$ cat src/isr_pkg.sv
/*
 * constants, command codes and carriers for the status reporting block.
 * assumes a single 40 MHz clock and a command decoder in front.
 */
package isr_pkg;

   // ----------------------------------------------------------------
   // timing
   // ----------------------------------------------------------------
   localparam int CLK_KHZ = 40000;
   localparam int GATE_TICK_US = 1000;
   localparam int GATE_TICK_CYC = CLK_KHZ * GATE_TICK_US / 1000;

   // ----------------------------------------------------------------
   // bit positions
   // ----------------------------------------------------------------
   localparam int QUES_DATA_LOSS = 0;
   localparam int QUES_CLOCK_LOSS = 9;
   localparam int QUES_SYNC_LOSS = 10;
   localparam int QUES_UNAVAIL = 11;
   localparam int QUES_RESYNC = 12;
   localparam int QUES_SUMMARY = 13;
   localparam int OPER_MEASURING = 4;
   localparam int OPER_BIT_ERR = 8;
   localparam int OPER_END_PER = 9;
   localparam int OPER_LOG_TEXT = 10;
   localparam int OPER_TCENTER = 11;
   localparam int OPER_ACENTER = 12;
   localparam int FAIL_BITS = 9;
   localparam int SREQ_CLOCK_SRC = 0;
   localparam int STB_SLAVE = 1;
   localparam int STB_QUES = 3;
   localparam int STB_ESB = 5;
   localparam int STB_RQS = 6;
   localparam int STB_OPER = 7;
   localparam int ESR_OPC = 0;

   // ----------------------------------------------------------------
   // carriers
   // ----------------------------------------------------------------
   typedef struct packed {
      logic [15:0] enable;
      logic [15:0] rising_filter;
      logic [15:0] falling_filter;
   } isr_filter_s;

   typedef enum logic [4:0] {
      CMD_NONE, CMD_PRESET, CMD_CLS, CMD_OPC,
      CMD_RD_STB, CMD_RD_ESR, CMD_WR_ESE, CMD_WR_SRE,
      CMD_RD_QUES_EV, CMD_RD_QUES_CND, CMD_WR_QUES_EN,
      CMD_WR_QUES_RISE, CMD_WR_QUES_FALL,
      CMD_RD_OPER_EV, CMD_RD_OPER_CND, CMD_WR_OPER_EN,
      CMD_WR_OPER_RISE, CMD_WR_OPER_FALL,
      CMD_RD_FAIL_EV, CMD_RD_SREQ_EV, CMD_WR_SREQ_EN,
      CMD_RD_SREQ_EN, CMD_GATE_START, CMD_TCENTER, CMD_ACENTER
   } isr_cmd_e;

   typedef struct packed {
      isr_cmd_e code;
      logic [15:0] data;
   } isr_cmd_s;

   // ----------------------------------------------------------------
   // preset and reset values
   // ----------------------------------------------------------------
   localparam isr_filter_s SCPI_PRESET = '{16'h0000, 16'hffff, 16'h0000};
   localparam logic [15:0] DEV_PRESET_EN = 16'hffff;
   localparam isr_filter_s FAIL_FIXED = '{16'h01ff, 16'h01ff, 16'h0000};
   localparam logic [7:0] ESE_RESET = 8'h00;
   localparam logic [7:0] SRE_RESET = 8'h00;

endpackage

$ cat src/isr_status_group.sv
/*
 * one condition/filter/event/enable group with a summary bit.
 * assumes filter settings held by the caller.
 */
`timescale 1ns/1ps
module isr_status_group (
   input wire logic sys_clk,
   input wire logic rst_n,
   input wire logic [15:0] cond,
   input wire logic [15:0] direct,
   input wire isr_pkg::isr_filter_s filt,
   input wire logic clear,
   output logic [15:0] event_q,
   output logic summary_q
);

   logic [15:0] cond_q;
   logic [15:0] set_w;

   // ----------------------------------------------------------------
   // transition filters
   // ----------------------------------------------------------------
   // edge latch
   assign set_w = (cond & ~cond_q & filt.rising_filter) |
                  (~cond & cond_q & filt.falling_filter) | direct;

   // previous condition
   always_ff @(posedge sys_clk) begin
      if (!rst_n) begin
         cond_q <= 16'h0000;
      end else begin
         cond_q <= cond;
      end
   end

   always_ff @(posedge sys_clk) begin
      if (!rst_n) begin
         event_q <= 16'h0000;
      end else begin
         event_q <= (clear ? 16'h0000 : event_q) | set_w;
      end
   end

   always_ff @(posedge sys_clk) begin
      if (!rst_n) begin
         summary_q <= 1'b0;
      end else begin
         summary_q <= |(event_q & filt.enable);
      end
   end

   AST_EVT_SET: assert property (
      @(posedge sys_clk) disable iff (!rst_n)
      (set_w != 16'h0000) |=> ((event_q & $past(set_w)) == $past(set_w)))
      else $error("filtered edge not latched");

   AST_EVT_HOLD: assert property (
      @(posedge sys_clk) disable iff (!rst_n)
      (!clear && set_w == 16'h0000) |=> $stable(event_q))
      else $error("event changed without cause");

   AST_SUMMARY: assert property (
      @(posedge sys_clk) disable iff (!rst_n)
      ##1 (summary_q == |($past(event_q) & $past(filt.enable))))
      else $error("summary disagrees with enabled events");

endmodule

$ cat src/isr_overlap_ctl.sv
/*
 * overlapped operations: timed gating and eye centering.
 * assumes done strobes from the measurement logic are one-cycle pulses.
 */
`timescale 1ns/1ps
module isr_overlap_ctl #(
   parameter int TICK_CYC = isr_pkg::GATE_TICK_CYC
) (
   input wire logic sys_clk,
   input wire logic rst_n,
   input wire logic start_gate,
   input wire logic start_tc,
   input wire logic start_ac,
   input wire logic [15:0] gate_len,
   input wire logic tc_done,
   input wire logic ac_done,
   output logic gating_q,
   output logic tc_run_q,
   output logic ac_run_q,
   output logic end_period_q,
   output logic done_q
);

   typedef enum logic [1:0] {ST_IDLE, ST_GATE, ST_TC, ST_AC} isr_ovl_e;

   isr_ovl_e state_q;
   logic [31:0] div_q;
   logic tick_w;
   logic [15:0] left_q;
   logic expire_w;

   // ----------------------------------------------------------------
   // millisecond tick
   // ----------------------------------------------------------------
   assign tick_w = (div_q == 32'(TICK_CYC - 1));
   assign expire_w = (state_q == ST_GATE) && tick_w && (left_q == 16'h0001);

   always_ff @(posedge sys_clk) begin
      if (!rst_n || state_q != ST_GATE) begin
         div_q <= 32'h0000_0000;
      end else begin
         div_q <= tick_w ? 32'h0000_0000 : div_q + 32'h0000_0001;
      end
   end

   // ----------------------------------------------------------------
   // sequencer; a new start is ignored while one is running
   // ----------------------------------------------------------------
   // overlapped execution
   always_ff @(posedge sys_clk) begin
      if (!rst_n) begin
         state_q <= ST_IDLE;
         left_q <= 16'h0000;
      end else begin
         case (state_q)
            ST_IDLE: begin
               if (start_gate) begin
                  state_q <= ST_GATE;
                  left_q <= (gate_len == 16'h0000) ? 16'h0001 : gate_len;
               end else if (start_tc) begin
                  state_q <= ST_TC;
               end else if (start_ac) begin
                  state_q <= ST_AC;
               end
            end
            ST_GATE: begin
               if (expire_w) begin
                  state_q <= ST_IDLE;
               end
               if (tick_w) begin
                  left_q <= left_q - 16'h0001;
               end
            end
            ST_TC: begin
               if (tc_done) begin
                  state_q <= ST_IDLE;
               end
            end
            ST_AC: begin
               if (ac_done) begin
                  state_q <= ST_IDLE;
               end
            end
            default: begin
               state_q <= ST_IDLE;
            end
         endcase
      end
   end

   always_ff @(posedge sys_clk) begin
      if (!rst_n) begin
         done_q <= 1'b0;
         end_period_q <= 1'b0;
      end else begin
         end_period_q <= expire_w;
         done_q <= expire_w || (state_q == ST_TC && tc_done) ||
                   (state_q == ST_AC && ac_done);
      end
   end

   // running flags
   always_ff @(posedge sys_clk) begin
      if (!rst_n) begin
         gating_q <= 1'b0;
         tc_run_q <= 1'b0;
         ac_run_q <= 1'b0;
      end else begin
         gating_q <= (state_q == ST_GATE) && !expire_w;
         tc_run_q <= (state_q == ST_TC) && !tc_done;
         ac_run_q <= (state_q == ST_AC) && !ac_done;
      end
   end

   AST_DONE_CAUSE: assert property (
      @(posedge sys_clk) disable iff (!rst_n)
      done_q |-> $past(state_q) != ST_IDLE && state_q == ST_IDLE)
      else $error("completion without finished operation");

   AST_GATE_LEN: assert property (
      @(posedge sys_clk) disable iff (!rst_n)
      (state_q == ST_IDLE && start_gate) |=> ##1 gating_q [*2])
      else $error("gating ended too early");

endmodule

$ cat src/isr_status_top.sv
/*
 * status reporting structure: questionable, operation, hardware failure
 * and slave service groups, standard event register and status byte.
 * assumes commands arrive already parsed, one per valid cycle.
 */
// Notes on behaviour
// - questionable bit 11 follows the signal-unavailable condition
// - questionable bit 12 follows the first-pass resynchronisation
// - preset touches only enables and transition filters
// - preset leaves status byte and standard event register alone
// - preset clears no event register; only clear-status and event reads do
// - clear-status empties every event register
// - slave group on preset: enables all ones, no edge filters
// - standard groups on preset: rising edges only, enables zero
// - failure group has fixed enables and filters, no condition read
// - failure bits 0 to 8 name hardware faults, 9 to 15 undefined
// - slave group: readable writable enable, no filters, no condition
// - slave requests are captured directly as events
// - slave bit 0 is the clock source request, others undefined
// - gating and eye centering run overlapped, all else sequential
// - operation complete only after gating or centering has finished
// - status byte bit 1 shows a slave service request
// - operation bits 8 and 9 are events, the others conditions
`timescale 1ns/1ps
module isr_status_top #(
   parameter int TICK_CYC = isr_pkg::GATE_TICK_CYC
) (
   input wire logic sys_clk,
   input wire logic rst_n,
   input wire logic cmd_valid,
   input wire isr_pkg::isr_cmd_s cmd,
   input wire logic data_loss,
   input wire logic clock_loss,
   input wire logic sync_loss,
   input wire logic signal_unavailable,
   input wire logic resync_first_pass,
   input wire logic bit_error,
   input wire logic logged_text,
   input wire logic [8:0] hw_fail,
   input wire logic slave_req,
   input wire logic tc_done,
   input wire logic ac_done,
   output logic rsp_valid_q,
   output logic [15:0] rsp_data_q,
   output logic [7:0] stb_q,
   output logic srq_q,
   output logic gate_active_q,
   output logic tcenter_run_q,
   output logic acenter_run_q
);

   isr_pkg::isr_filter_s ques_filt_q, oper_filt_q, sreq_filt_w;
   logic [7:0] ese_q, sre_q, esr_q, stb_w;
   logic [15:0] sreq_en_q, ques_cond_w, oper_cond_w, oper_direct_w;
   logic [15:0] ques_ev, oper_ev, fail_ev, sreq_ev;
   logic ques_sum, oper_sum, fail_sum, sreq_sum;
   logic opc_pend_q, end_period, busy_w, cls_w, preset_w;

   // ----------------------------------------------------------------
   // command decode helpers
   // ----------------------------------------------------------------
   function automatic logic is_cmd(input logic v,
                                   input isr_pkg::isr_cmd_e c,
                                   input isr_pkg::isr_cmd_e want);
      return v && (c == want);
   endfunction

   assign cls_w = is_cmd(cmd_valid, cmd.code, isr_pkg::CMD_CLS);
   assign preset_w = is_cmd(cmd_valid, cmd.code, isr_pkg::CMD_PRESET);
   assign busy_w = gate_active_q || tcenter_run_q || acenter_run_q;

   // ----------------------------------------------------------------
   // condition vectors
   // ----------------------------------------------------------------
   // unavailable bit, resync bit
   always_comb begin
      ques_cond_w = 16'h0000;
      ques_cond_w[isr_pkg::QUES_DATA_LOSS] = data_loss;
      ques_cond_w[isr_pkg::QUES_CLOCK_LOSS] = clock_loss;
      ques_cond_w[isr_pkg::QUES_SYNC_LOSS] = sync_loss;
      ques_cond_w[isr_pkg::QUES_UNAVAIL] = signal_unavailable;
      ques_cond_w[isr_pkg::QUES_RESYNC] = resync_first_pass;
      ques_cond_w[isr_pkg::QUES_SUMMARY] = fail_sum;
   end

   // bits 8 and 9 bypass filters
   always_comb begin
      oper_cond_w = 16'h0000;
      oper_direct_w = 16'h0000;
      oper_cond_w[isr_pkg::OPER_MEASURING] = gate_active_q;
      oper_cond_w[isr_pkg::OPER_LOG_TEXT] = logged_text;
      oper_cond_w[isr_pkg::OPER_TCENTER] = tcenter_run_q;
      oper_cond_w[isr_pkg::OPER_ACENTER] = acenter_run_q;
      oper_direct_w[isr_pkg::OPER_BIT_ERR] = bit_error;
      oper_direct_w[isr_pkg::OPER_END_PER] = end_period;
   end

   assign sreq_filt_w = '{sreq_en_q, 16'h0000, 16'h0000};

   // ----------------------------------------------------------------
   // groups; event reads and clear-status empty them
   // ----------------------------------------------------------------
   // clear-status or read only
   isr_status_group u_ques (
      .sys_clk(sys_clk),
      .rst_n(rst_n),
      .cond(ques_cond_w),
      .direct(16'h0000),
      .filt(ques_filt_q),
      .clear(cls_w || is_cmd(cmd_valid, cmd.code,
                             isr_pkg::CMD_RD_QUES_EV)),
      .event_q(ques_ev),
      .summary_q(ques_sum)
   );

   isr_status_group u_oper (
      .sys_clk(sys_clk),
      .rst_n(rst_n),
      .cond(oper_cond_w),
      .direct(oper_direct_w),
      .filt(oper_filt_q),
      .clear(cls_w || is_cmd(cmd_valid, cmd.code,
                             isr_pkg::CMD_RD_OPER_EV)),
      .event_q(oper_ev),
      .summary_q(oper_sum)
   );

   // fixed failure masks, nine defined bits
   isr_status_group u_fail (
      .sys_clk(sys_clk),
      .rst_n(rst_n),
      .cond({7'h00, hw_fail}),
      .direct(16'h0000),
      .filt(isr_pkg::FAIL_FIXED),
      .clear(cls_w || is_cmd(cmd_valid, cmd.code,
                             isr_pkg::CMD_RD_FAIL_EV)),
      .event_q(fail_ev),
      .summary_q(fail_sum)
   );

   isr_status_group u_sreq (
      .sys_clk(sys_clk),
      .rst_n(rst_n),
      .cond(16'h0000),
      .direct({15'h0000, slave_req}),
      .filt(sreq_filt_w),
      .clear(cls_w || is_cmd(cmd_valid, cmd.code,
                             isr_pkg::CMD_RD_SREQ_EV)),
      .event_q(sreq_ev),
      .summary_q(sreq_sum)
   );

   // ----------------------------------------------------------------
   // overlapped operations
   // ----------------------------------------------------------------
   // overlapped starts
   isr_overlap_ctl #(
      .TICK_CYC(TICK_CYC)
   ) u_ovl (
      .sys_clk(sys_clk),
      .rst_n(rst_n),
      .start_gate(is_cmd(cmd_valid, cmd.code, isr_pkg::CMD_GATE_START)),
      .start_tc(is_cmd(cmd_valid, cmd.code, isr_pkg::CMD_TCENTER)),
      .start_ac(is_cmd(cmd_valid, cmd.code, isr_pkg::CMD_ACENTER)),
      .gate_len(cmd.data),
      .tc_done(tc_done),
      .ac_done(ac_done),
      .gating_q(gate_active_q),
      .tc_run_q(tcenter_run_q),
      .ac_run_q(acenter_run_q),
      .end_period_q(end_period),
      .done_q()
   );

   // ----------------------------------------------------------------
   // filter and enable registers
   // ----------------------------------------------------------------
   // preset here for standard groups, slave enable in the next block
   always_ff @(posedge sys_clk) begin
      if (!rst_n || preset_w) begin
         ques_filt_q <= isr_pkg::SCPI_PRESET;
         oper_filt_q <= isr_pkg::SCPI_PRESET;
      end else if (cmd_valid) begin
         case (cmd.code)
            isr_pkg::CMD_WR_QUES_EN: ques_filt_q.enable <= cmd.data;
            isr_pkg::CMD_WR_QUES_RISE: ques_filt_q.rising_filter <= cmd.data;
            isr_pkg::CMD_WR_QUES_FALL: ques_filt_q.falling_filter <= cmd.data;
            isr_pkg::CMD_WR_OPER_EN: oper_filt_q.enable <= cmd.data;
            isr_pkg::CMD_WR_OPER_RISE: oper_filt_q.rising_filter <= cmd.data;
            isr_pkg::CMD_WR_OPER_FALL: oper_filt_q.falling_filter <= cmd.data;
            default: begin
            end
         endcase
      end
   end

   always_ff @(posedge sys_clk) begin
      if (!rst_n || preset_w) begin
         sreq_en_q <= isr_pkg::DEV_PRESET_EN;
      end else if (is_cmd(cmd_valid, cmd.code, isr_pkg::CMD_WR_SREQ_EN)) begin
         sreq_en_q <= cmd.data;
      end
   end

   always_ff @(posedge sys_clk) begin
      if (!rst_n) begin
         ese_q <= isr_pkg::ESE_RESET;
         sre_q <= isr_pkg::SRE_RESET;
      end else begin
         if (is_cmd(cmd_valid, cmd.code, isr_pkg::CMD_WR_ESE)) begin
            ese_q <= cmd.data[7:0];
         end
         if (is_cmd(cmd_valid, cmd.code, isr_pkg::CMD_WR_SRE)) begin
            sre_q <= cmd.data[7:0];
         end
      end
   end

   // ----------------------------------------------------------------
   // standard event register and operation complete
   // ----------------------------------------------------------------
   // complete waits on overlapped work, clear
   always_ff @(posedge sys_clk) begin
      if (!rst_n) begin
         opc_pend_q <= 1'b0;
         esr_q <= 8'h00;
      end else begin
         if (cls_w) begin
            opc_pend_q <= 1'b0;
         end else if (is_cmd(cmd_valid, cmd.code, isr_pkg::CMD_OPC)) begin
            opc_pend_q <= 1'b1;
         end else if (opc_pend_q && !busy_w) begin
            opc_pend_q <= 1'b0;
         end
         if (cls_w || is_cmd(cmd_valid, cmd.code, isr_pkg::CMD_RD_ESR)) begin
            esr_q <= 8'h00;
         end
         if (opc_pend_q && !busy_w) begin
            esr_q[isr_pkg::ESR_OPC] <= 1'b1;
         end
      end
   end

   // ----------------------------------------------------------------
   // status byte and service request
   // ----------------------------------------------------------------
   // slave bit, summaries
   always_comb begin
      stb_w = 8'h00;
      stb_w[isr_pkg::STB_SLAVE] = sreq_sum;
      stb_w[isr_pkg::STB_QUES] = ques_sum;
      stb_w[isr_pkg::STB_ESB] = |(esr_q & ese_q);
      stb_w[isr_pkg::STB_OPER] = oper_sum;
      stb_w[isr_pkg::STB_RQS] = |(stb_w & sre_q);
   end

   always_ff @(posedge sys_clk) begin
      if (!rst_n) begin
         stb_q <= 8'h00;
         srq_q <= 1'b0;
      end else begin
         stb_q <= stb_w;
         srq_q <= stb_w[isr_pkg::STB_RQS];
      end
   end

   // ----------------------------------------------------------------
   // query answers, one cycle after the command
   // ----------------------------------------------------------------
   // no failure condition read, enable readable
   always_ff @(posedge sys_clk) begin
      if (!rst_n) begin
         rsp_valid_q <= 1'b0;
         rsp_data_q <= 16'h0000;
      end else begin
         rsp_valid_q <= cmd_valid;
         case (cmd.code)
            isr_pkg::CMD_RD_STB: rsp_data_q <= {8'h00, stb_q};
            isr_pkg::CMD_RD_ESR: rsp_data_q <= {8'h00, esr_q};
            isr_pkg::CMD_RD_QUES_EV: rsp_data_q <= ques_ev;
            isr_pkg::CMD_RD_QUES_CND: rsp_data_q <= ques_cond_w;
            isr_pkg::CMD_RD_OPER_EV: rsp_data_q <= oper_ev;
            isr_pkg::CMD_RD_OPER_CND: rsp_data_q <= oper_cond_w;
            isr_pkg::CMD_RD_FAIL_EV: rsp_data_q <= fail_ev;
            isr_pkg::CMD_RD_SREQ_EV: rsp_data_q <= sreq_ev;
            isr_pkg::CMD_RD_SREQ_EN: rsp_data_q <= sreq_en_q;
            default: rsp_data_q <= 16'h0000;
         endcase
      end
   end

   AST_PRESET_KEEPS_EVENTS: assert property (
      @(posedge sys_clk) disable iff (!rst_n)
      (preset_w && !cls_w && ques_cond_w == $past(ques_cond_w))
      |=> (ques_ev & $past(ques_ev)) == $past(ques_ev))
      else $error("preset lost a questionable event");

   AST_PRESET_VALUES: assert property (
      @(posedge sys_clk) disable iff (!rst_n)
      preset_w |=> sreq_en_q == 16'hffff && oper_filt_q.enable == 16'h0000
         && oper_filt_q.rising_filter == 16'hffff
         && ques_filt_q.falling_filter == 16'h0000)
      else $error("preset values wrong");

   AST_PRESET_ESR: assert property (
      @(posedge sys_clk) disable iff (!rst_n)
      (preset_w && !(opc_pend_q && !busy_w)) |=> $stable(esr_q))
      else $error("preset changed standard event register");

   AST_CLS_EMPTY: assert property (
      @(posedge sys_clk) disable iff (!rst_n)
      (cls_w && !slave_req && !bit_error && !end_period
         && !(opc_pend_q && !busy_w))
      |=> sreq_ev == 16'h0000 && esr_q == 8'h00)
      else $error("clear status left events");

   AST_SLAVE_STB: assert property (
      @(posedge sys_clk) disable iff (!rst_n)
      (slave_req && sreq_en_q[0] && !preset_w) |-> ##3 stb_q[1])
      else $error("slave request missing from status byte");

   AST_UNAVAIL: assert property (
      @(posedge sys_clk) disable iff (!rst_n)
      ($rose(signal_unavailable) && ques_filt_q.rising_filter[11])
      |=> ques_ev[11])
      else $error("unavailable edge not latched");

   AST_OPC_WAIT: assert property (
      @(posedge sys_clk) disable iff (!rst_n)
      (opc_pend_q && busy_w && !cls_w) |=> opc_pend_q)
      else $error("operation complete while overlapped work runs");

endmodule

$ cat config.mk
export PLATFORM = sky130hd
export DESIGN_NAME = isr_status_top
export DESIGN_NICKNAME = d
export VERILOG_FILES = /design/src/isr_pkg.sv /design/src/isr_status_group.sv /design/src/isr_overlap_ctl.sv /design/src/isr_status_top.sv
export SDC_FILE = /design/constraint.sdc
export NUM_CORES = 1
export LEC_CHECK = 0
export ABC_AREA = 1
export BUFFER_PORTS_ARGS = -buffer_cell sky130_fd_sc_hd__buf_4
export CORE_ASPECT_RATIO = 1.75
export CORE_MARGIN = 2
export CORE_UTILIZATION = 45
export CTS_CLUSTER_DIAMETER = 200
export DETAILED_ROUTE_END_ITERATION = 7
export HOLD_SLACK_MARGIN = 0.02
export PLACE_DENSITY_LB_ADDON = 0.15
export REMOVE_ABC_BUFFERS = 1
export SLEW_MARGIN = 15
export SYNTH_ARGS = -nofsm -noshare
export SYNTH_HDL_FRONTEND = slang
export SYNTH_SLANG_ARGS = --single-unit
$ cat constraint.sdc
create_clock -name sys_clk -period 2.04 [get_ports sys_clk]
set_clock_uncertainty 0.05 [all_clocks]
set_input_delay 0.102 -clock sys_clk [delete_from_list [all_inputs] [get_ports sys_clk]]
set_output_delay 0.102 -clock sys_clk [all_outputs]
set_load 0.01 [all_outputs]
==> impl_metrics.json, run 1 <==
{
  "coreArea_sq_um": 17890,
  "cts_buffer_depth": 2,
  "dpl.hpwl_um": 18290,
  "cp_max_fo": 4,
  "layout-drive-gt1-share": 0.1448,
  "synth_edf_count": 0,
  "synth-seq-cells": 176,
  "power_density_nw_per_um2": 818.5,
  "max_cap_violations": 0,
  "setup_viol": 0,
  "vias_per_cell": 5.123,
  "cellLeakagePower_nw": 4.457,
  "yosysSeqAreaShare": 0.4329,
  "placed_area_sq_um": 8962,
  "fmax_ghz": 0.5469,
  "drc": 0,
  "grtUsageTotal": 0.2604,
  "place.gp.congestion": 0.9797,
  "peakVddDrop_mv": 0.7478,
  "hp-class": "in2reg",
  "synth_cell_types": 43,
  "cts_tree": "yes",
  "worstSetupPathType": "reg2reg",
  "die-area_sq_um": 19220,
  "antenna_found_initial": 0,
  "htreeDepth": 4,
  "initialDrtViolationCount": 444,
  "netlist_area_sq_um": 8139,
  "synth_top_area_frac": 0.4329,
  "drt_pass1_iterations": 5,
  "clkTransAtPathRegs_ns": 0.07,
  "portBuffers": 68,
  "postSynthCellCount": 1165,
  "grt_pass1_vias": 7607,
  "required_ns": 2.32,
  "netlist_top_cells_area": "dfxtp_1 43%, nand2_1 12%, inv_1 7.5%, nand3_1 6.6%, nor2_1 5.7%",
  "grt_overflow_total": 0,
  "synthFlopType": "dfxtp_1",
  "startpoint_type": "flop",
  "final_util": 0.5600,
  "fin_crit_ns": 1.829,
  "rsz0062_at_grt": "no",
  "worstMarginPinSlew_ns": 0.6689,
  "power_mw": 8.201,
  "finalNetCount": 1331,
  "ys_async_sr_fraction": 0,
  "status": "completed",
  "endpoint_kind": "flop",
  "initial_core_util": 0.4549,
  "route.vias.total": 7849,
  "cts_made_buffers": 17,
  "routed_wl_um": 24720,
  "num_rows": 65,
  "chipHeight_um": 181.9,
  "fillers": 1752,
  "io-pin-count": 72,
  "worstSkewPairLatency_ns": 0.44,
  "max_slew_margin": 0.5536,
  "cts.sinks": 176,
  "final_cell_mix": "252 x nand2_1, 176 x dfxtp_1, 163 x inv_1",
  "design_area_sq_um": 10020,
  "hold_viol": 0,
  "final_common_cell": "nand2_1",
  "area_growth_pct": 23.11,
  "wl_per_cell_um": 16.13,
  "postRouteAntennaNets": 0,
  "grt_pass1_wl_um": 38630,
  "post-route-period-util": 0.8963,
  "grt_max_degree": 31,
  "yosysTopAreaCell": "dfxtp_1",
  "yosys_warnings": 0,
  "drv_slew": 0,
  "syn_avg_cell_area_sq_um": 6.986,
  "final.setup.tns_ns": 0,
  "cts-root-buf": "clkbuf_16",
  "antennaDiodeCount": 0,
  "die_w_um": 105.7,
  "cp.arrival_ns": 2.11
}
==> area by class of cell <==
| class | count | area, sq um | area share |
|---|---|---|---|
| Multi-Input combinational cell | 774 | 3779 | 0.3771 |
| Sequential cell | 176 | 3523 | 0.3516 |
| Timing Repair Buffer | 136 | 1141 | 0.1139 |
| Inverter | 180 | 675.6 | 0.06743 |
| Clock buffer | 17 | 425.4 | 0.04246 |
| Tap cell | 234 | 292.8 | 0.02922 |
| Clock inverter | 15 | 182.7 | 0.01823 |
==> what timing repair did <==
item / CTS / global route
hold buffers: 43 / 0
gates resized for setup: 0 / 3
buffers inserted: 0 / 0
hold endpoints to repair: 92 / 0
setup endpoints to repair: 0 / 5
==> report_power, final <==
part | internal, mW | switching, mW
Clock | 1.94 | 1.46
Combinational | 0.418 | 0.730
Sequential | 3.56 | 0.0998
==> routing by layer <==
metal / share of wire / global-route usage
met5: 0 / 0
met4: 0.053 / 0.1558
met3: 0.035 / 0.04164
met2: 0.53 / 0.4800
met1: 0.38 / 0.2727
==> cell usage after synthesis, types with 15 or more instances <==
master   count
nand3_1    108
nor2_1     123
nand2_1    252
a21oi_1     61
nand4_1     15
dfxtp_1    176
nor3_1      24
inv_2       16
inv_1      163
xor2_1      17
o21ai_0     56
a31oi_1     17
==> metrics by stage <==
| stage | hold WS (ns) | worst slack, ns | std cells |
|---|---|---|---|
| 3_5_place_dp | 0.2450 | 0.1654 | 1457 |
| 3_3_place_gp | 0.2383 | 0.2294 | 1457 |
| 2_1_floorplan | 0.1455 | -0.4174 | 1130 |
| 6_report | 0.09477 | 0.2115 | 1532 |
| 5_1_grt | 0.1288 | 0.03880 | 1532 |
| 4_1_cts | 0.07640 | 0.1439 | 1532 |
==> cell families after synthesis <==
kind of cell    share of synthesized area
simple gates                       0.3076
buf+inv                            0.1068
compound gates                     0.1282
flops                              0.4329
xor+xnor                          0.01937
fa+ha+maj                        0.004612
other cells                     0.0004607
==> flip-flops by register name, summed over array words and instances (netlist names), 5 cells and up <==
signal	count
u_oper.event_q	6
u_ovl.div_q	32
u_fail.cond_q	9
oper_filt_q	14
u_fail.event_q	9
u_ovl.left_q	16
rsp_data_q	16
ques_filt_q	18
u_ques.event_q	6
stb_q	5
sreq_en_q	16
u_ques.cond_q	6
==> worst paths after layout <==
kind,from,end,slack (ns),depth (start not counted)
max,u_ovl.div_q[0],u_ovl.div_q[26],0.21,10
min,cmd[18],ques_filt_q[25],0.09,6
max reg2reg,u_ovl.div_q[0],u_ovl.div_q[26],0.21,10
min reg2reg,u_fail.cond_q[6],u_fail.event_q[6],0.36,1
==> critical path, stage by stage (launching register included) <==
cell and delay (ns):
dfxtp_1 0.40, ha_1 0.20, nand2_1 0.10, nor2_4 0.15, nand2_1 0.13, nor3_2 0.22
nand3_1 0.18, nor2_1 0.13, nand2_1 0.06, nand3_1 0.07, inv_1 0.04
No activity file was read; power rests on OpenSTA's default activity.
==> run 2: changes to the inputs <==
--- a/config.mk
+++ b/config.mk
@@ -14,6 +14,7 @@
 export DETAILED_ROUTE_END_ITERATION = 7
 export HOLD_SLACK_MARGIN = 0.02
 export PLACE_DENSITY_LB_ADDON = 0.15
+export RECOVER_POWER = 100
 export REMOVE_ABC_BUFFERS = 1
 export SLEW_MARGIN = 15
 export SYNTH_ARGS = -nofsm -noshare
==> run 2 against run 1 <==
Hold slack lost 0.0045 ns. Power shrank 0.21%. Highest routed layer unchanged. Via count shrank 0.37%. Combinational power is essentially flat. Sequential share of layout area grew 0.49 points. Routed wire length shrank 0.27%. Register-to-register slack lost 0.04 ns.
==> impl_metrics.json, run 2 (same netlist as run 1, synthesis figures left out) <==
{
  "die_w_um": 105.7,
  "grtUsageTotal": 0.2604,
  "cts_buffer_depth": 2,
  "clkTransAtPathRegs_ns": 0.08,
  "fmax_ghz": 0.5362,
  "post-route-period-util": 0.9142,
  "endpoint_kind": "flop",
  "cellLeakagePower_nw": 4.326,
  "postRouteAntennaNets": 0,
  "top_register": "u_ovl.div_q",
  "cts_made_buffers": 17,
  "final_common_cell": "nand2_1",
  "final_cells": 1532,
  "peakVddDrop_mv": 0.7477,
  "cpPeakStageDelay_ns": 0.40,
  "dpl.hpwl_um": 18290,
  "design_area_sq_um": 9882,
  "placed_area_sq_um": 8962,
  "cts_tree": "yes",
  "vias_per_cell": 5.104,
  "crit_top_cell": "nor2_4",
  "cp_max_fo": 10,
  "worstSkewPairLatency_ns": 0.44,
  "drv_slew": 0,
  "portBuffers": 68,
  "setup_viol": 0,
  "rsz0062_at_grt": "no",
  "finalNetCount": 1331,
  "cts-root-buf": "clkbuf_16",
  "initial_core_util": 0.4549,
  "crit_family": "simple AND/OR/NAND/NOR gates",
  "num_rows": 65,
  "largest_reg_flops": 32,
  "grt_pass1_wl_um": 38630,
  "antenna_found_initial": 0,
  "grt_overflow_total": 0,
  "drt_pass1_iterations": 5,
  "power_density_nw_per_um2": 828.2,
  "area_growth_pct": 21.41,
  "place.gp.congestion": 0.9797,
  "status": "completed",
  "max_slew_margin": 0.4452,
  "worstSetupPathType": "reg2reg",
  "grt_max_degree": 31,
  "largestRegisters": "u_ovl.div_q (32), ques_filt_q (18)",
  "cp.arrival_ns": 2.11,
  "cp_slowest_cell": "dfxtp_1",
  "htreeDepth": 4,
  "layout-drive-gt1-share": 0.1171,
  "cts.sinks": 176,
  "final.setup.tns_ns": 0,
  "coreArea_sq_um": 17890,
  "antennaDiodeCount": 0,
  "final_cell_mix": "252 x nand2_1, 176 x dfxtp_1, 165 x inv_1",
  "route.vias.total": 7820,
  "drc": 0,
  "startpoint_type": "flop",
  "io-pin-count": 72,
  "hold_viol": 0,
  "place_inst": 1457,
  "path_cells": "ha_1 -> nand2_1 -> nor2_4 -> nand3_2 -> nor2_4 -> nand3_4 -> buf_2 -> nand3_1 -> a21oi_2",
  "path_buf_inv": 1,
  "grt_pass1_vias": 7607,
  "max_cap_violations": 0,
  "required_ns": 2.28,
  "fin_crit_ns": 1.865,
  "die-area_sq_um": 19220,
  "chipHeight_um": 181.9,
  "hp-class": "in2reg",
  "wl_per_cell_um": 16.09,
  "routed_wl_um": 24650,
  "initialDrtViolationCount": 419,
  "worstMarginPinSlew_ns": 0.8321
}
## run 2: path summary, 6_finish.rpt
kind                    start           endpoint  slack, ns  cells after the start
max reg2reg    u_ovl.div_q[0]    u_ovl.left_q[3]       0.17                      9
max            u_ovl.div_q[0]    u_ovl.left_q[3]       0.17                      9
min                   cmd[18]    ques_filt_q[25]       0.09                      6
min reg2reg  u_fail.cond_q[6]  u_fail.event_q[6]       0.36                      1
## run 2: final cells by class
type,instances,area [sq um]
Clock inverter,15,182.7
Timing Repair Buffer,136,1012
Tap cell,234,292.8
Multi-Input combinational cell,774,3770
Clock buffer,17,425.4
Fill cell,1790,8010
Sequential cell,176,3523
Inverter,180,675.6
## run 2: power breakdown
part	total [mW]	internal, mW	switching, mW
combinational	1.12	0.400	0.723
sequential	3.66	3.56	0.0984
clock	3.41	1.94	1.46
## run 2: per-layer routing
metal,share of wire,track usage,vias to the layer above
li1,-,-,3973
met1,0.38,0.2727,3557
met2,0.53,0.4800,217
met3,0.036,0.04164,73
met4,0.056,0.1558,0
met5,0,0,-
## run 2: repair_timing
item / 4_1_cts / 5_1_grt
buffers inserted: 0 / 0
endpoints found under the hold margin: 92 / 0
setup endpoints to repair: 0 / 5
resized for setup: 0 / 3
hold buffers: 43 / 0
## run 2: per-stage QoR
stage,util,hold slack (ns),power [mW],setup slack [ns]
after floorplan,-,0.1455,4.351,-0.4174
after global placement,0.5009,0.2383,4.796,0.2294
after detailed placement,0.5009,0.2450,4.796,0.1654
after CTS,0.5590,0.07640,8.243,0.1439
after global routing,0.5523,0.1141,8.519,0.02327
final,0.5523,0.09028,8.184,0.1749
## run 2: tightest hold or removal path: cells and delay by family
kind	cells	cell delay [ns]
buffers and inverters	2	0.17
and+or+nand+nor	4	0.25
==> run 3: changes to the inputs <==
--- a/config.mk
+++ b/config.mk
@@ -6,12 +6,12 @@
 export NUM_CORES = 1
 export LEC_CHECK = 0
 export ABC_AREA = 1
-export BUFFER_PORTS_ARGS = -buffer_cell sky130_fd_sc_hd__buf_4
 export CORE_ASPECT_RATIO = 1.75
 export CORE_MARGIN = 2
 export CORE_UTILIZATION = 45
 export CTS_CLUSTER_DIAMETER = 200
 export DETAILED_ROUTE_END_ITERATION = 7
+export DONT_BUFFER_PORTS = 1
 export HOLD_SLACK_MARGIN = 0.02
 export PLACE_DENSITY_LB_ADDON = 0.15
 export RECOVER_POWER = 100
==> run 3 against run 2 <==
Die area unchanged. Via count down 2.0%. Worst setup slack worse by 0.12 ns. Non-clock buffer count down 60. First-iteration DRC count down 10%. Combinational power down 7%. Sequential power about the same. Routed wire length up 2.5%. Global-route usage up 0.89 points. Critical endpoint is now oper_filt_q[27]. Maximum frequency down 5.8%. Sequential share of layout area up 1.3 points. Register-to-register slack about the same.
==> impl_metrics.json, run 3 (same netlist as run 1, synthesis figures left out) <==
{
  "hold_end": "u_fail.event_q[4]",
  "initial_core_util": 0.4549,
  "htreeDepth": 4,
  "hp-class": "in2reg",
  "io-pin-count": 72,
  "place.gp.congestion": 0.9334,
  "finalNetCount": 1271,
  "grt.met3_usage": 0.05240,
  "grt_busiest_layer": "met2",
  "max_cap_violations": 0,
  "drc": 0,
  "worst_slack_ns": 0.05925,
  "post-place-ws_ns": 0.1465,
  "worstSetupPathType": "in2reg",
  "cts_buffer_depth": 2,
  "die_w_um": 105.7,
  "hold_viol": 0,
  "num_rows": 65,
  "startpoint_type": "input pin",
  "r2r-end": "u_ovl.div_q[12]",
  "wl_per_cell_um": 17.16,
  "antennaDiodeCount": 0,
  "grt_overflow_total": 0,
  "peakVddDrop_mv": 0.6457,
  "clkTransAtPathRegs_ns": 0.07,
  "final_common_cell": "nand2_1",
  "coreArea_sq_um": 17890,
  "drv_slew": 0,
  "fmax_ghz": 0.5049,
  "power_density_nw_per_um2": 832.9,
  "area_growth_pct": 17.14,
  "layout-drive-gt1-share": 0.08078,
  "cts-root-buf": "clkbuf_16",
  "rsz0062_at_grt": "no",
  "grtUsageMet2": 0.4939,
  "post-route-period-util": 0.9710,
  "grt_max_degree": 53,
  "setup_viol": 0,
  "initialDrtViolationCount": 376,
  "grt_pass1_vias": 7671,
  "vias_per_cell": 5.205,
  "reg2reg_from": "u_ovl.div_q[10]",
  "worstSkewPairLatency_ns": 0.44,
  "fin_hold_ws_ns": 0.04664,
  "cts_tree": "yes",
  "cellLeakagePower_nw": 4.133,
  "use_met1": 0.2699,
  "min_path_cells": 3,
  "die-area_sq_um": 19220,
  "largest_reg_flops": 32,
  "fin_crit_ns": 1.981,
  "worstMarginPinSlew_ns": 0.9365,
  "cp_max_fo": 16,
  "largestRegisters": "u_ovl.div_q (32), ques_filt_q (18)",
  "drt_pass1_iterations": 5,
  "hp-start": "cmd_valid",
  "grt_pass1_wl_um": 39540,
  "top_register": "u_ovl.div_q",
  "postRouteAntennaNets": 0,
  "final_cell_mix": "252 x nand2_1, 176 x dfxtp_1, 168 x inv_1",
  "chipHeight_um": 181.9,
  "dpl.hpwl_um": 18110,
  "r2r_cells": 8,
  "antenna_found_initial": 0,
  "grtUsageTotal": 0.2693,
  "required_ns": 2.29,
  "endpoint_kind": "flop",
  "rrSetupSlack_ns": 0.18,
  "portBuffers": 0,
  "max_slew_margin": 0.3757,
  "routed_wl_um": 25270,
  "cts.sinks": 176,
  "status": "completed",
  "cp.arrival_ns": 2.23,
  "route.vias.total": 7662,
  "cts_made_buffers": 17
}
run 3: changes by cell type in the layout (fill, tap and decap cells not counted), sizes merged:
cell,change
clkbuf,-27
clkinv,+3
clkinvlp,-3
buf,-42
dlygate4sd3,+11
bufinv,-2
run 3: layout make-up:
type	instances	area, sq um
Fill cell	1812	8358
Multi-Input combinational cell	774	3732
Sequential cell	176	3523
Timing Repair Buffer	76	728.2
Inverter	180	675.6
Clock buffer	19	452.9
Tap cell	234	292.8
Clock inverter	13	128.9
run 3: stage by stage:
stage                       util  TNS (ns)  area (sq um)  power, mW  cells
final                     0.5329         0          9534      7.941   1472
after global routing      0.5329         0          9534      8.281   1472
after CTS                 0.5351         0          9574      8.006   1472
after detailed placement  0.4703         0          8414      4.635   1384
after global placement    0.4703         0          8414      4.625   1384
after floorplan                -    -14.09          7953      4.351   1130
run 3: how the worst max path moves through the flow:
stage	slack (ns)	end	from	cells past startpoint
6_report	0.06	oper_filt_q[27]	cmd[20]	9
5_1_grt	0.008	u_ovl.left_q[0]	u_ovl.state_q[0]	8
3_5_place_dp	0.15	u_ovl.div_q[28]	u_ovl.div_q[0]	9
4_1_cts	0.02	oper_filt_q[28]	cmd[20]	9
2_1_floorplan	-0.42	u_ovl.div_q[16]	u_ovl.state_q[0]	8
3_3_place_gp	0.18	u_ovl.div_q[28]	u_ovl.div_q[0]	9
run 3: metal layers:
layer,part of all wire,routed length [um]
met3,0.041,1032
met5,0,0
met4,0.064,1625
met1,0.37,9252
met2,0.53,13360
run 3: timing repair:
item	4_1_cts	5_1_grt
setup endpoints to repair	0	35
hold buffers	56	0
hold endpoints to repair	130	0
resized for setup	0	3
setup buffers	0	0
run 3: power breakdown:
part	internal, mW	leakage (nW)	switching, mW	total, mW
logic	0.365	2.41	0.678	1.04
clock network	1.77	0.286	1.46	3.23
registers	3.56	1.43	0.106	3.66
run 3: critical path: stages:
cell,delay [ns]
clkbuf_1,0.68
nand2_1,0.21
inv_1,0.34
nand2_1,0.13
nor2_1,0.16
clkbuf_1,0.21
inv_1,0.14
a21oi_1,0.16
o21ai_0,0.10
